**src/seg_addr_pkg.sv**
```systemverilog
package seg_addr_pkg;

    // ------------------------------------------------------------
    // widths
    // ------------------------------------------------------------
    localparam int SEG_W = 7;
    localparam int OFS_W = 16;
    localparam int REG_W = 4;
    localparam int SHORT_OFS_W = 8;

    // ------------------------------------------------------------
    // register numbers
    // ------------------------------------------------------------
    localparam logic [3:0] REG_ZERO = 4'h0;
    localparam logic [3:0] STACK_PAIR = 4'he;

    // ------------------------------------------------------------
    // addressing modes
    // ------------------------------------------------------------
    typedef enum logic [2:0] {
        MODE_INDIRECT,
        MODE_DIRECT,
        MODE_INDEXED,
        MODE_RELATIVE,
        MODE_BASED
    } mode_type;

    // ------------------------------------------------------------
    // instruction classes
    // ------------------------------------------------------------
    typedef enum logic [2:0] {
        CLS_MEMORY,
        CLS_IO,
        CLS_SPECIAL_IO,
        CLS_LOAD,
        CLS_JUMP_CALL,
        CLS_DEC_JUMP_NZ,
        CLS_REL_CALL
    } class_type;

    // ------------------------------------------------------------
    // address spaces
    // ------------------------------------------------------------
    typedef enum logic [2:0] {
        SPACE_NONE,
        SPACE_IO,
        SPACE_SPECIAL_IO,
        SPACE_DATA,
        SPACE_STACK,
        SPACE_PROGRAM
    } space_type;

    // ------------------------------------------------------------
    // error codes
    // ------------------------------------------------------------
    localparam logic [1:0] ERR_NONE = 2'h0;
    localparam logic [1:0] ERR_REG_ZERO = 2'h1;
    localparam logic [1:0] ERR_MODE_CLASS = 2'h2;

endpackage : seg_addr_pkg

```
**src/seg_offset_adder.sv**
```systemverilog
`timescale 1ns/100ps
`default_nettype none

module seg_offset_adder #(
    parameter int OFS_W = 16
) (
    // operands
    input wire logic [OFS_W-1:0] base,
    input wire logic [OFS_W-1:0] operand,
    input wire logic subtract,
    // result
    output logic [OFS_W-1:0] result
);

    // carry dropped: segment never bumps
    always_comb begin
        if (subtract) begin
            result = base - operand;
        end else begin
            result = base + operand;
        end
    end

endmodule : seg_offset_adder

`default_nettype wire

```
**src/segmented_operand_address_gen.sv**
```systemverilog
// Contract
// - indirect mode: I/O class to I/O, special I/O to special, else memory.
// - indirect memory reference in stack space for stack pair, else data space.
// - indirect I/O address from one word register, memory from a pair.
// - indirect pointer may be any register or pair except zero.
// - direct mode: standard I/O to I/O space, special I/O to special, jump/call to program, else data space.
// - direct I/O address one word; memory one word short, two long.
// - direct jump or call loads the carried address into program counter.
// - indexed offset is index register plus 8- or 16-bit instruction offset.
// - indexed segment comes unchanged from the instruction address.
// - indexed carry discarded; no overflow flag, no segment increment.
// - any index register except zero; one- or two-word instruction address.
// - indexed operands always in data space.
// - relative adds signed displacement to next-instruction counter offset.
// - relative operands in program space; one-word format only, longFormat ignored.
// - relative transfers load the sum; decrement-jump and relative call subtract.
// - relative target keeps the program counter segment.
// - based adds 16-bit displacement to pair base offset, segment unchanged.
// - based mode allowed only for the load family.
// - based base may be any pair; only regSel zero is rejected, so regSel 1 still reaches pair zero.
// - based operands in stack space for stack pair, else data space.
`timescale 1ns/100ps
`default_nettype none

module segmented_operand_address_gen #(
    parameter int SEG_W = seg_addr_pkg::SEG_W,
    parameter int OFS_W = seg_addr_pkg::OFS_W
) (
    // clock and reset
    input wire logic ref_clk,
    input wire logic srst,
    // request from decoder
    input wire logic reqValid,
    input wire seg_addr_pkg::mode_type mode,
    input wire seg_addr_pkg::class_type instrClass,
    input wire logic longFormat,
    input wire logic [3:0] regSel,
    input wire logic [SEG_W-1:0] instrSeg,
    input wire logic [OFS_W-1:0] instrWord1,
    input wire logic [OFS_W-1:0] instrWord2,
    // register file and program counter
    input wire logic [OFS_W-1:0] regWord,
    input wire logic [OFS_W-1:0] regPairHigh,
    input wire logic [OFS_W-1:0] regPairLow,
    input wire logic [SEG_W-1:0] pcSeg,
    input wire logic [OFS_W-1:0] pcNextOfs,
    // answer to bus interface
    output logic addrValid,
    output logic [SEG_W-1:0] addrSeg,
    output logic [OFS_W-1:0] addrOfs,
    output seg_addr_pkg::space_type addrSpace,
    output logic [1:0] addrWords,
    output logic pcLoad,
    output logic addrError,
    output logic [1:0] errorCode
);

    // ------------------------------------------------------------
    // helpers
    // ------------------------------------------------------------
    function automatic logic isZeroReg(input logic [3:0] r);
        return r == seg_addr_pkg::REG_ZERO;
    endfunction : isZeroReg

    function automatic seg_addr_pkg::space_type memSpace(input logic [3:0] r);
        return (r == seg_addr_pkg::STACK_PAIR) ? seg_addr_pkg::SPACE_STACK
                                               : seg_addr_pkg::SPACE_DATA;
    endfunction : memSpace

    // pair holds segment in high word bits 14:8
    function automatic logic [SEG_W-1:0] pairSeg(input logic [OFS_W-1:0] hi);
        return hi[SEG_W+7:8];
    endfunction : pairSeg

    // ------------------------------------------------------------
    // combinational address forming
    // ------------------------------------------------------------
    logic [OFS_W-1:0] addBase;
    logic [OFS_W-1:0] addOperand;
    logic addSubtract;
    logic [OFS_W-1:0] sum;
    logic [SEG_W-1:0] next_seg;
    logic [OFS_W-1:0] next_ofs;
    seg_addr_pkg::space_type next_space;
    logic [1:0] next_words;
    logic next_pcLoad;
    logic [1:0] next_err;
    logic [OFS_W-1:0] instrOfs;
    logic isIo;

    // short form keeps 8-bit offset in low byte
    always_comb begin
        if (longFormat) begin
            instrOfs = instrWord2;
        end else begin
            instrOfs = {{(OFS_W-seg_addr_pkg::SHORT_OFS_W){1'b0}},
                        instrWord1[seg_addr_pkg::SHORT_OFS_W-1:0]};
        end
    end

    assign isIo = (instrClass == seg_addr_pkg::CLS_IO)
               || (instrClass == seg_addr_pkg::CLS_SPECIAL_IO);

    seg_offset_adder #(
        .OFS_W(OFS_W)
    ) offsetAdder (
        .base(addBase),
        .operand(addOperand),
        .subtract(addSubtract),
        .result(sum)
    );

    always_comb begin
        addBase = '0;
        addOperand = '0;
        addSubtract = 1'b0;
        next_seg = '0;
        next_ofs = '0;
        next_space = seg_addr_pkg::SPACE_NONE;
        next_words = 2'h0;
        next_pcLoad = 1'b0;
        next_err = seg_addr_pkg::ERR_NONE;
        unique case (mode)
            seg_addr_pkg::MODE_INDIRECT: begin
                if (isZeroReg(regSel)) begin
                    next_err = seg_addr_pkg::ERR_REG_ZERO;
                end else if (isIo) begin
                    next_ofs = regWord;
                    next_space = (instrClass == seg_addr_pkg::CLS_IO)
                        ? seg_addr_pkg::SPACE_IO
                        : seg_addr_pkg::SPACE_SPECIAL_IO;
                end else begin
                    next_seg = pairSeg(regPairHigh);
                    next_ofs = regPairLow;
                    next_space = memSpace(regSel);
                end
            end
            seg_addr_pkg::MODE_DIRECT: begin
                if (isIo) begin
                    next_ofs = instrWord1;
                    next_words = 2'h1;
                    next_space = (instrClass == seg_addr_pkg::CLS_IO)
                        ? seg_addr_pkg::SPACE_IO
                        : seg_addr_pkg::SPACE_SPECIAL_IO;
                end else begin
                    next_seg = instrSeg;
                    next_ofs = instrOfs;
                    next_words = longFormat ? 2'h2 : 2'h1;
                    if (instrClass == seg_addr_pkg::CLS_JUMP_CALL) begin
                        next_space = seg_addr_pkg::SPACE_PROGRAM;
                        next_pcLoad = 1'b1;
                    end else begin
                        next_space = seg_addr_pkg::SPACE_DATA;
                    end
                end
            end
            seg_addr_pkg::MODE_INDEXED: begin
                next_words = longFormat ? 2'h2 : 2'h1;
                if (isZeroReg(regSel)) begin
                    next_err = seg_addr_pkg::ERR_REG_ZERO;
                end else begin
                    addBase = instrOfs;
                    addOperand = regWord;
                    next_seg = instrSeg;
                    next_ofs = sum;
                    next_space = seg_addr_pkg::SPACE_DATA;
                end
            end
            seg_addr_pkg::MODE_RELATIVE: begin
                addBase = pcNextOfs;
                addOperand = instrWord1;
                next_seg = pcSeg;
                next_space = seg_addr_pkg::SPACE_PROGRAM;
                next_words = 2'h1;
                unique case (instrClass)
                    seg_addr_pkg::CLS_DEC_JUMP_NZ,
                    seg_addr_pkg::CLS_REL_CALL: begin
                        addSubtract = 1'b1;
                        next_pcLoad = 1'b1;
                    end
                    seg_addr_pkg::CLS_JUMP_CALL: begin
                        next_pcLoad = 1'b1;
                    end
                    default: begin
                        next_pcLoad = 1'b0;
                    end
                endcase
                next_ofs = sum;
            end
            seg_addr_pkg::MODE_BASED: begin
                next_words = 2'h1;
                if (instrClass != seg_addr_pkg::CLS_LOAD) begin
                    next_err = seg_addr_pkg::ERR_MODE_CLASS;
                end else if (isZeroReg(regSel)) begin
                    next_err = seg_addr_pkg::ERR_REG_ZERO;
                end else begin
                    addBase = regPairLow;
                    addOperand = instrWord1;
                    next_seg = pairSeg(regPairHigh);
                    next_ofs = sum;
                    next_space = memSpace(regSel);
                end
            end
            default: begin
                next_err = seg_addr_pkg::ERR_MODE_CLASS;
            end
        endcase
    end

    // ------------------------------------------------------------
    // registered answer
    // ------------------------------------------------------------
    always_ff @(posedge ref_clk) begin
        if (srst) begin
            addrValid <= 1'b0;
            addrError <= 1'b0;
        end else begin
            addrValid <= reqValid && (next_err == seg_addr_pkg::ERR_NONE);
            addrError <= reqValid && (next_err != seg_addr_pkg::ERR_NONE);
        end
    end

    always_ff @(posedge ref_clk) begin
        if (srst) begin
            addrSeg <= '0;
            addrOfs <= '0;
            addrSpace <= seg_addr_pkg::SPACE_NONE;
            addrWords <= 2'h0;
            pcLoad <= 1'b0;
            errorCode <= seg_addr_pkg::ERR_NONE;
        end else if (reqValid) begin
            addrSeg <= next_seg;
            addrOfs <= next_ofs;
            addrSpace <= next_space;
            addrWords <= next_words;
            pcLoad <= next_pcLoad && (next_err == seg_addr_pkg::ERR_NONE);
            errorCode <= next_err;
        end else begin
            pcLoad <= 1'b0;
        end
    end

endmodule : segmented_operand_address_gen

`default_nettype wire

```
**config.mk**
```make
export PLATFORM = sky130hd
export DESIGN_NAME = segmented_operand_address_gen
export DESIGN_NICKNAME = d
export VERILOG_FILES = /design/src/seg_addr_pkg.sv /design/src/seg_offset_adder.sv /design/src/segmented_operand_address_gen.sv
export SDC_FILE = /design/constraint.sdc
export NUM_CORES = 1
export LEC_CHECK = 0
export BUFFER_PORTS_ARGS = -buffer_cell sky130_fd_sc_hd__buf_2
export CAP_MARGIN = 20
export CORE_ASPECT_RATIO = 1.4
export CORE_MARGIN = 2
export CORE_UTILIZATION = 30
export DETAILED_ROUTE_END_ITERATION = 12
export SLEW_MARGIN = 20
export SYNTH_ARGS = -nofsm -noshare
export SYNTH_HDL_FRONTEND = slang
export SYNTH_SLANG_ARGS = --single-unit
```
**constraint.sdc**
```tcl
create_clock -name ref_clk -period 6.3 [get_ports ref_clk]
set_input_delay 0.63 -clock ref_clk [delete_from_list [all_inputs] [get_ports ref_clk]]
set_output_delay 0.63 -clock ref_clk [all_outputs]
set_load 0.02 [all_outputs]
```
== Word level (Yosys, flattened, before mapping) ==
Index checks and enable logic that the tools add are counted.
Cells by class
  $add $sub $neg: 2
  eq/ne operators: 11
  muxes and demuxes: 45
  bitwise gates (word level): 1
  reductions and logical operators: 14
Operators with widths (number)
  2-to-1 mux 16 bit: 13
  one-hot mux 16 bit (3 select lines): 2
  one-hot mux 16 bit (5 select lines): 1
  2-to-1 mux 7 bit: 6
  one-hot mux 7 bit (5 select lines): 1
  2-to-1 mux 3 bit: 7
  adder 16 bit: 1
  subtractor 16 bit: 1
  one-hot mux 3 bit (5 select lines): 1
  equality test 3 bit, second input constant: 4
  one-hot mux 2 bit (3 select lines): 2
  2-to-1 mux 2 bit: 5
  OR reduction 2 bit: 5
  equality test 3 x 2 -> 1 bit, second input constant: 3
  equality test 3 x 1 -> 1 bit, second input constant: 2
  2-to-1 mux 1 bit: 6
  equality test 4 bit, second input constant: 1
  logical NOT 4 bit: 1
  logical AND 1 bit: 3
  logical NOT 3 bit: 1
  inequality test 3 x 2 -> 1 bit, second input constant: 1
  OR reduction 3 bit: 1
  logical NOT 2 bit: 1
  one-hot mux 1 bit (2 select lines): 1
  other kinds (3): 3
Word-level totals
  register bits: 33
  bits of input ports: 124

== Longest topological paths before layout ==
Gate-level depths: netlist of run 1.
  word-level depth: 9
  mapped depth: 20

== Hierarchy ==
From an unflattened synthesis of run 1, not the netlist that was laid out.
Second synthesis, totals
  cell total of the unflattened synthesis: 496
  area total of the unflattened synthesis: 3641.0 µm²
Modules (own cells, without submodules)
  segmented_operand_address_gen: instances 1, cells each 360, area an instance 2651.3 µm²
  seg_offset_adder: instances 1, cells each 136, area an instance 989.7 µm²

== Least setup slack after synthesis of run 1 ==
Ideal clock, no wire load.
  kind: input -> register
  from: input regSel[1]
  to: register addrOfs[15]
  setup time: 0.076 ns
  arrival: 4.852 ns
  required time: 6.224 ns
  setup slack: 1.372 ns
  cell stages on the path: 19
  path buffers: 2
  cells stage by stage: nor4_4 -> nor3_1 -> clkbuf_1 -> buf_1 -> a22oi_1 -> ha_1 -> nand2_1 -> or3_1 -> nor4_1 -> a21oi_1 -> xor2_1 -> ha_1 -> and2_1 -> a22o_1 -> a311o_1 -> a21o_1 -> a21oi_1 -> xnor3_1 -> o22ai_1
On the way
  cells in the longest elaborated chain, start to end: 9
  elaborated cells on any way between the ends: 16
  those cells by class: 2 x add/sub; 13 x mux; 1 x reduce/logical
Ends and longest elaborated chain
  start: declaration: RTL line segmented_operand_address_gen.sv:37  | input wire logic [3:0] regSel,
  logical NOT 4 bit (*): RTL line segmented_operand_address_gen.sv:62  | return r == seg_addr_pkg::REG_ZERO;
  2-to-1 mux 16 bit: RTL line segmented_operand_address_gen.sv:194  | end else if (isZeroReg(regSel)) begin
  2-to-1 mux 16 bit: RTL line segmented_operand_address_gen.sv:192  | if (instrClass != seg_addr_pkg::CLS_LOAD) begin
  one-hot mux 16 bit (3 select lines): RTL line segmented_operand_address_gen.sv:123  | unique case (mode)
  adder 16 bit / subtractor 16 bit (equally long branches): RTL line seg_offset_adder.sv:20, seg_offset_adder.sv:18
  2-to-1 mux 16 bit: RTL line seg_offset_adder.sv:17  | if (subtract) begin
  2-to-1 mux 16 bit: RTL line segmented_operand_address_gen.sv:159, segmented_operand_address_gen.sv:194
  2-to-1 mux 16 bit: RTL line segmented_operand_address_gen.sv:192
  one-hot mux 16 bit (5 select lines) (*): RTL line segmented_operand_address_gen.sv:123
  end signal: assignment: RTL line segmented_operand_address_gen.sv:233  | addrOfs <= next_ofs;
  end: declaration: RTL line segmented_operand_address_gen.sv:50  | output logic [OFS_W-1:0] addrOfs,
Mark *: on every way between the ends. The rest lies on a longest branch, timed or not.
A chain may end at the register's enable or synchronous reset.

== Worst setup path after layout of run 1 ==
  from: input mode[0]
  to: register addrOfs[15]
On the way
  cells in the longest elaborated chain, start to end: 7
  elaborated cells on any way between the ends: 14
  those cells by class: 2 x add/sub; 4 x eq/ne; 7 x mux; 1 x reduce/logical
Ends and longest elaborated chain
  start: declaration: RTL line segmented_operand_address_gen.sv:34  | input wire seg_addr_pkg::mode_type mode,
  equality test 3 bit / equality test 3 x 2 -> 1 bit (equally long branches): RTL line segmented_operand_address_gen.sv:123
  one-hot mux 16 bit (3 select lines): RTL line segmented_operand_address_gen.sv:123
  adder 16 bit / subtractor 16 bit (equally long branches): RTL line seg_offset_adder.sv:20, seg_offset_adder.sv:18
  2-to-1 mux 16 bit: RTL line seg_offset_adder.sv:17
  2-to-1 mux 16 bit: RTL line segmented_operand_address_gen.sv:159, segmented_operand_address_gen.sv:194
  2-to-1 mux 16 bit: RTL line segmented_operand_address_gen.sv:192
  one-hot mux 16 bit (5 select lines) (*): RTL line segmented_operand_address_gen.sv:123
Marks and branches as above.

==> results_dict.tcl, run 1 <==
set metrics [dict create \
    postCtsHoldBufs 0 \
    post_cts_buffers 0 \
    grt_overflow_total 0 \
    timing.slew.headroom_pct 33.4 \
    r2r-end "addrOfs[14]" \
    first_global_vias 4507 \
    placed_area_um2 4520 \
    synth_common_cells "a21oi_1, nand2_1, nor2_1" \
    crit_path_max_incr_delay_ps 490 \
    clock-skew-final_ps 0 \
    via_per_inst 5.77 \
    cp_top_family "compound AO/OA/AOI/OAI gates" \
    antenna_found_initial 1 \
    rsz0062_at_grt "false" \
    power.density_nw_per_um2 188 \
    start_util_pct 30.9 \
    yosysSeqAreaShare_pct 18.0 \
    synth_top_area_share_pct 18.0 \
    drv_slew 0 \
    antenna_left 0 \
    yosysTopAreaCell "dfxtp_1" \
    crit_type "primary input to register" \
    min_path_type "register to register" \
    cap_violations 0 \
    gp_congestion 0.892 \
    die_h_um 135 \
    vias 4509 \
    avgSynthCellArea_um2 7.24 \
    cts_resized 0 \
    synthTopCellsByArea "dfxtp_1, a21oi_1, mux2i_1, nand2_1, ha_1" \
    layout.nets 773 \
    max_freq_mhz 195 \
    drtIter0Drc 248 \
    placed_cells 772 \
    path_clk_slew_ps 60 \
    cts_tree "built" \
    yosys_warnings 0 \
    crit_slowest_cell "nor4_1" \
    grt_pass1_wl_um 23700 \
    dieArea_um2 13100 \
    critPathBufInv 1 \
    outcome "completed" \
    multi_input_area_um2 2840 \
    track_usage_pct 22.8 \
    io_pins 157 \
    regArea_um2 661 \
    dp_hpwl_um 11700 \
    r2r_slack_ps 5170 \
    min_from "errorCode[1]" \
    holdWs_ps 461 \
    p_leak_nw 2.25 \
    cts_buffers 5 \
    drc 0 \
    hold_violations 0 \
    synth_ff_type "dfxtp_1" \
    required_ps 6510 \
    drive_above_1_share_pct 28.8 \
    finalPower_mw 0.882 \
    fin_cells 781 \
    worstSkewPairLatency_ps 290 \
    die_w_um 97.5 \
    drtPass1Iterations 6 \
    setup-violations-final 0 \
    filler_cell_count 1280 \
    tightest_slew_ps 999 \
    synth_edf_count 0 \
    synth_area_um2 3670 \
    fin_crit_ps 5130 \
    ys_async_sr_fraction_pct 0 \
    timing.final.crit_share_pct 81.4 \
    critPathArrivalTime_ps 5340 \
    syn-num-nets 648 \
    synth_most_common_cell "a21oi_1" \
    fin_tns_setup_ps 0 \
    synth-seq-cells 33 \
    ir_worst_vdd_uv 96.3 \
    min_path_cells 2 \
    reg2reg_depth 4 \
    rows 47 \
    cts.sinks 33 \
    whs_endpoint "errorCode[1]" \
    synthCells 507 \
    endpoint_kind "register" \
    clockBufferDepth 2 \
    h-tree-depth 2 \
    path_cells "buf_2, or2_0, o32ai_2, a22oi_1, ha_1, nand2_1, or3_1, nor4_1, a21oi_1, xor2_1, ha_1, and2_1, a22o_1, a311o_1, a21o_1, a21oi_1, xnor3_1, o22ai_1" \
    cts_root_buffer "clkbuf_16" \
    fin_area_um2 4700 \
    io_buffers 147 \
    cp_max_fo 17 \
    wl_per_cell_um 19.7 \
    wl_um 15400 \
    start_kind "primary input" \
    area_delta_synth_final_pct 28.0 \
    grt_max_degree 34 \
    timing.rr.start "addrOfs[14]" \
    core_region_area_um2 11900 \
    synth_cell_types 66 \
]
worst max path at each step:
stage / depth (start not counted) / from / slack (ps) / end
after floorplan: 19 / regSel[1] / 1370 / addrOfs[15]
after global placement: 18 / mode[0] / 990 / addrOfs[15]
after detailed placement: 18 / mode[0] / 920 / addrOfs[15]
after CTS: 18 / mode[0] / 1210 / addrOfs[15]
after global routing: 17 / mode[0] / 780 / addrOfs[15]
final: 18 / mode[0] / 1170 / addrOfs[15]
worst register-to-register path, cell delays in order (launching register included):
cell and delay, ps:
dfxtp_1 320, nand2_1 60, a21oi_1 70, nor3_1 190, or3b_1 370
sequential cells by signal (all words and copies together), names as in the netlist:
register	count
pcLoad	1
addrSeg	7
addrError	1
addrOfs	16
addrSpace	3
addrWords	2
errorCode	2
addrValid	1
cell families after synthesis:
group           synth area share, %
xor+xnor                       6.10
flops                          18.0
simple gates                   22.7
mux                            7.40
fa+ha+maj                      6.27
compound gates                 34.3
buf+inv                        5.18
where the power goes:
part / internal [mW] / switching [mW]
registers: 0.218 / 0.00488
clock network: 0.187 / 0.107
logic: 0.154 / 0.210
cell type report:
cell class,instances,area share [%]
multi-input combinational,426,60.3
tap,147,3.91
antenna,1,0.0533
clock inverter,3,0.985
clock buffer,5,2.66
timing repair buffer,157,17.3
sequential,33,14.1
inverter,9,0.719
per-stage QoR:
step | utilization (%) | setup WS (ps)
after floorplan | - | 1370
after global routing | 39.6 | 776
after global placement | 38.1 | 987
final | 39.6 | 1170
after CTS | 39.5 | 1210
after detailed placement | 38.1 | 915
layer usage:
layer,part of all wire [%],up-vias,track usage (%)
met5,0,-,0
met4,3.5,0,10.8
met3,6.4,40,3.57
met2,51,199,40.3
met1,39,2103,26.8
li1,-,2167,-
cells in the final DEF, fill, tap and decap left out, types with 3 or more instances in the layout:
| cell | Yosys | final |
|---|---|---|
| nand2b_1 | 4 | 4 |
| nor2b_1 | 5 | 5 |
| o211ai_1 | 3 | 3 |
| o21ai_0 | 21 | 21 |
| mux2i_1 | 26 | 26 |
| nand4b_1 | 3 | 3 |
| a31o_2 | 3 | 3 |
| and3_1 | 6 | 6 |
| a222oi_1 | 9 | 9 |
| nand3_1 | 5 | 5 |
| a21oi_1 | 62 | 61 |
| a22oi_1 | 14 | 14 |
| o22ai_1 | 18 | 18 |
| a21o_1 | 8 | 8 |
| a32oi_1 | 8 | 8 |
| inv_1 | 8 | 8 |
| or2_2 | 3 | 3 |
| xnor2_1 | 9 | 9 |
| xor2_1 | 14 | 14 |
| buf_2 | 2 | 147 |
| ha_1 | 16 | 16 |
| and2_1 | 3 | 3 |
| a22o_1 | 6 | 6 |
| o21a_1 | 3 | 3 |
| dfxtp_1 | 33 | 33 |
| or3_1 | 5 | 5 |
| o31ai_1 | 5 | 5 |
| nor3_1 | 9 | 7 |
| a221o_1 | 8 | 8 |
| clkbuf_16 | 0 | 5 |
| nor2_1 | 51 | 50 |
| nand2_1 | 57 | 57 |
| buf_4 | 0 | 10 |
(Power assumes the default switching activity.)
==> inputs of run 2 (changes only) <==
==> constraint.sdc (replaced) <==
create_clock -name ref_clk -period 4.5 [get_ports ref_clk]
set_input_delay 0.45 -clock ref_clk [delete_from_list [all_inputs] [get_ports ref_clk]]
set_output_delay 0.45 -clock ref_clk [all_outputs]
set_load 0.02 [all_outputs]
==> run 2 against run 1 <==
  * Utilization up 3.0 points
  * Global-route usage is 0.22 points higher
  * Register-to-register slack got worse by 1800 ps
  * Sequential power up 40%
  * Critical endpoint unchanged
  * Largest power group unchanged
  * Highest routed layer unchanged
==> results_dict.tcl, run 2 (synthesis results as in run 1) <==
set metrics [dict create \
    fin_tns_setup_ps 0 \
    vias 4758 \
    cp-endpoint "addrOfs[15]" \
    crit_type "primary input to register" \
    crit_start "regSel[1]" \
    p_leak_nw 2.45 \
    mostFrequentLayoutCells "buf_2, a21oi_1, nand2_1" \
    clock-skew-final_ps 0 \
    cts_tree "built" \
    grt_pass1_wl_um 24100 \
    drtPass1Iterations 6 \
    postCtsHoldBufs 0 \
    final_common_cell "buf_2" \
    drive_above_1_share_pct 33.6 \
    fin_area_um2 5050 \
    timing.final.crit_share_pct 97.6 \
    gp_congestion 0.933 \
    start_kind "primary input" \
    r2r-end "addrOfs[14]" \
    cp_max_fo 6 \
    finalPower_mw 1.29 \
    grt_overflow_total 0 \
    max_freq_mhz 228 \
    clockPowerShare_pct 31.8 \
    via_per_inst 5.81 \
    cap_violations 0 \
    p_int_mw 0.823 \
    drc 0 \
    tightest_slew_ps 910 \
    wl_per_cell_um 19.3 \
    die_w_um 97.5 \
    grt_max_degree 34 \
    wl_um 15800 \
    rsz0062_at_grt "true" \
    dieArea_um2 13100 \
    min_path_type "register to register" \
    area_delta_synth_final_pct 37.7 \
    r2r_slack_ps 3380 \
    seqPwrFrac_pct 24.2 \
    switching_share_pct 36.0 \
    track_usage_pct 23.0 \
    cts.sinks 33 \
    start_util_pct 30.9 \
    filler_cell_count 1255 \
    timing.rr.start "addrOfs[14]" \
    placed_area_um2 4840 \
    io_buffers 147 \
    drtIter0Drc 312 \
    cts_root_buffer "clkbuf_16" \
    outcome "completed" \
    power.density_nw_per_um2 255 \
    dp_hpwl_um 12200 \
    timing.slew.headroom_pct 39.1 \
    fin_crit_ps 4390 \
    first_global_vias 4661 \
    h-tree-depth 2 \
    antenna_cells 0 \
    required_ps 4700 \
    drv_slew 0 \
    antenna_left 0 \
    setup-violations-final 0 \
    endpoint_kind "register" \
    cts_buffers 5 \
    core_region_area_um2 11900 \
    io_pins 157 \
    antenna_found_initial 0 \
    layout.nets 812 \
    hold_violations 0 \
    path_clk_slew_ps 60 \
    ir_worst_vdd_uv 147 \
    die_h_um 135 \
    top_regs "addrOfs (16), addrSeg (7), addrSpace (3)" \
    reg2reg_depth 4 \
    regMostFlops "addrOfs" \
    clockBufferDepth 2 \
    worstSkewPairLatency_ps 290 \
    pwr-share-comb_pct 44.0 \
    p_switching_mw 0.463 \
    rows 47 \
    largest_reg_flops 16 \
    critPathArrivalTime_ps 4590 \
]
-- run 2: changes by cell type in the layout (fill, tap and decap cells not counted), sizes merged --
cell / before / now
buf: 157 / 196
diode: 1 / 0
-- run 2: per-layer routing --
| metal | share of wire, % | vias up | GRT usage, % |
|---|---|---|---|
| met3 | 5.0 | 38 | 3.05 |
| met1 | 41 | 2264 | 27.8 |
| met4 | 3.5 | 0 | 9.10 |
| li1 | - | 2244 | - |
| met2 | 51 | 212 | 41.1 |
| met5 | 0 | - | 0 |
-- run 2: critical path, cell delays in order --
cell and delay, ps:
buf_2 120, nor4_4 380, buf_4 210, nor3_4 70, buf_4 160, a22oi_2 210, nand3b_1 130, or3_4 430
o31ai_4 260, xor2_1 190, ha_1 290, a21oi_1 150, o21ai_1 90, a22o_1 190, a311o_1 350, a21o_1 180
a21oi_1 140, xnor3_1 410, o22ai_1 170
-- run 2: final cells by class --
class,count,area [µm²],share of cell area (%)
clock buffer,5,125,2.48
multi-input combinational,426,2890,57.1
tap,147,184,3.64
clock inverter,3,46.3,0.916
inverter,9,33.8,0.669
timing repair buffer,196,1120,22.1
sequential,33,661,13.1
-- run 2: worst min path at each step --
stage | startpoint | end | slack [ps] | cells after the start
after floorplan | addrOfs[9] | addrOfs[9] | 540 | 2
after global placement | addrOfs[3] | addrOfs[3] | 460 | 2
after detailed placement | addrOfs[6] | addrOfs[6] | 450 | 2
after CTS | addrOfs[6] | addrOfs[6] | 460 | 2
after global routing | addrOfs[3] | addrOfs[3] | 490 | 2
final | addrOfs[6] | addrOfs[6] | 460 | 2
-- run 2: power groups by stage --
stage	clock, mW	combinational (mW)	sequential [mW]
4_1_cts	0.418	0.555	0.311
3_3_place_gp	0	0.542	0.318
3_5_place_dp	0	0.552	0.318
6_report	0.409	0.567	0.311
2_1_floorplan	0	0.330	0.332
5_1_grt	0.425	0.612	0.312
-- run 2: what timing repair did --
action                     CTS  global route
resized for setup            0             4
buffers inserted             0             2
setup endpoints to repair    0             4
-- run 2: metrics by stage --
stage,setup WS [ps],hold WS [ps],util [%],instances
after CTS,33.2,464,42.2,817
after floorplan,30.3,541,-,507
final,108,462,42.5,819
after global placement,-115,456,40.7,809
after global routing,-121,489,42.5,819
after detailed placement,-249,454,40.7,809
==> inputs of run 3 (changes only) <==
==> constraint.sdc (replaced) <==
create_clock -name ref_clk -period 4.4 [get_ports ref_clk]
set_input_delay 0.44 -clock ref_clk [delete_from_list [all_inputs] [get_ports ref_clk]]
set_output_delay 0.44 -clock ref_clk [all_outputs]
set_load 0.02 [all_outputs]
==> run 3 against run 2 <==
  * Utilization increased by 0.75 points
  * Sequential share of layout area shrank 0.23 points
  * Die area unchanged
  * Worst setup slack gained 61 ps
  * Cell area grew 1.8%
  * Largest power group unchanged
  * Global-route usage fell by 0.55 points
==> results_dict.tcl, run 3 (synthesis results as in run 1) <==
set metrics [dict create \
    outcome "completed" \
    drtPass1Iterations 5 \
    crit_type "primary input to register" \
    grt_pass1_wl_um 23600 \
    fin_crit_ps 4230 \
    r2r_slack_ps 3300 \
    wl_um 15300 \
    h-tree-depth 2 \
    min_from "addrOfs[2]" \
    ir_worst_vdd_uv 171 \
    start_kind "primary input" \
    die_h_um 135 \
    area_delta_synth_final_pct 40.1 \
    io_pins 157 \
    min_path_type "register to register" \
    antenna_found_initial 0 \
    hold_violations 0 \
    top_regs "addrOfs (16), addrSeg (7), addrSpace (3)" \
    largest_reg_flops 16 \
    clockBufferDepth 2 \
    cts_buffers 5 \
    grt_overflow_total 0 \
    critPathArrivalTime_ps 4380 \
    layout.nets 821 \
    fin_cells 828 \
    rows 47 \
    dieArea_um2 13100 \
    max_freq_mhz 236 \
    drv_slew 0 \
    regMostFlops "addrOfs" \
    min_path_cells 2 \
    power.density_nw_per_um2 261 \
    placed_cells 818 \
    antenna_left 0 \
    final_common_cell "buf_2" \
    drtIter0Drc 362 \
    path_clk_slew_ps 60 \
    grt_max_degree 34 \
    whs_endpoint "addrOfs[2]" \
    core_region_area_um2 11900 \
    gp_congestion 0.944 \
    cts_root_buffer "clkbuf_16" \
    dp_hpwl_um 11800 \
    timing.final.crit_share_pct 96.2 \
    endpoint_kind "register" \
    rsz0062_at_grt "false" \
    timing.rr.start "addrOfs[14]" \
    worstSkewPairLatency_ps 280 \
    reg2reg_depth 4 \
    clock-skew-final_ps 0 \
    antenna_cells 0 \
    crit_start "regSel[1]" \
    drc 0 \
    first_global_vias 4671 \
    cts_tree "built" \
    start_util_pct 30.9 \
    mostFrequentLayoutCells "buf_2, a21oi_1, nand2_1, buf_4, nor2_1" \
    via_per_inst 5.73 \
    finalPower_mw 1.34 \
    drive_above_1_share_pct 35.1 \
    io_buffers 147 \
    timing.slew.headroom_pct 48.6 \
    r2r-end "addrOfs[14]" \
    postCtsHoldBufs 0 \
    cts.sinks 33 \
    track_usage_pct 22.4 \
    vias 4743 \
    die_w_um 97.5 \
    tightest_slew_ps 765 \
    cp_max_fo 8 \
    setup-violations-final 0 \
    p_leak_nw 2.50 \
    wl_per_cell_um 18.5 \
    holdWs_ps 462 \
    cap_violations 0 \
    required_ps 4550 \
]
## run 3: worst max-delay path by stage
stage                        to  slack, ps  cells after the start
global route        addrOfs[13]        0.2                     18
floorplan           addrOfs[15]          5                     19
detailed placement  addrOfs[15]       -230                     19
finish              addrOfs[13]        170                     18
global placement    addrOfs[15]       -140                     19
CTS                 addrOfs[15]         40                     19
## run 3: through the flow
stage	TNS, ps	cell area [µm²]	setup WS, ps	util [%]
floorplan	0	3730	5.43	-
global placement	-280	4900	-143	41.3
detailed placement	-520	4900	-227	41.3
CTS	0	5080	37.5	42.7
global route	0	5140	0.215	43.3
finish	0	5140	169	43.3
## run 3: metal layers
layer | vias up | track usage [%] | wire length (µm)
met5 | - | 0 | 0
met4 | 0 | 9.57 | 564
met3 | 42 | 5.54 | 1450
met2 | 236 | 39.3 | 7490
met1 | 2209 | 26.0 | 5810
li1 | 2256 | - | -
## run 3: power breakdown
part           switching, mW  leakage [nW]  internal [mW]
Sequential           0.00639         0.268          0.312
Combinational          0.318          2.15          0.277
Clock                  0.147        0.0841          0.283
Total                  0.472          2.50          0.872
## run 3: timing repair
item / CTS / global route
gates resized for setup: 0 / 9
setup buffers: 0 / 2
setup endpoints to repair: 0 / 3
## run 3: final cells by class
class | instances | area (µm²)
Clock buffer | 7 | 143
Clock inverter | 1 | 30.0
Fill cell | 1255 | 6740
Inverter | 9 | 33.8
Multi-Input combinational cell | 426 | 2920
Sequential cell | 33 | 661
Tap cell | 147 | 184
Timing Repair Buffer | 205 | 1170
## run 3: worst max-delay path, cell delays in order
cell,delay (ps)
buf_2,120
nor4_4,390
buf_6,190
nor3_4,70
a22o_1,260
nand3b_1,190
or3_4,450
nor4_4,220
a21oi_2,90
xor2_1,150
ha_1,330
and2_4,160
a22o_1,200
a311o_1,340
buf_4,140
or2_2,270
a311oi_2,260
nor3_1,70
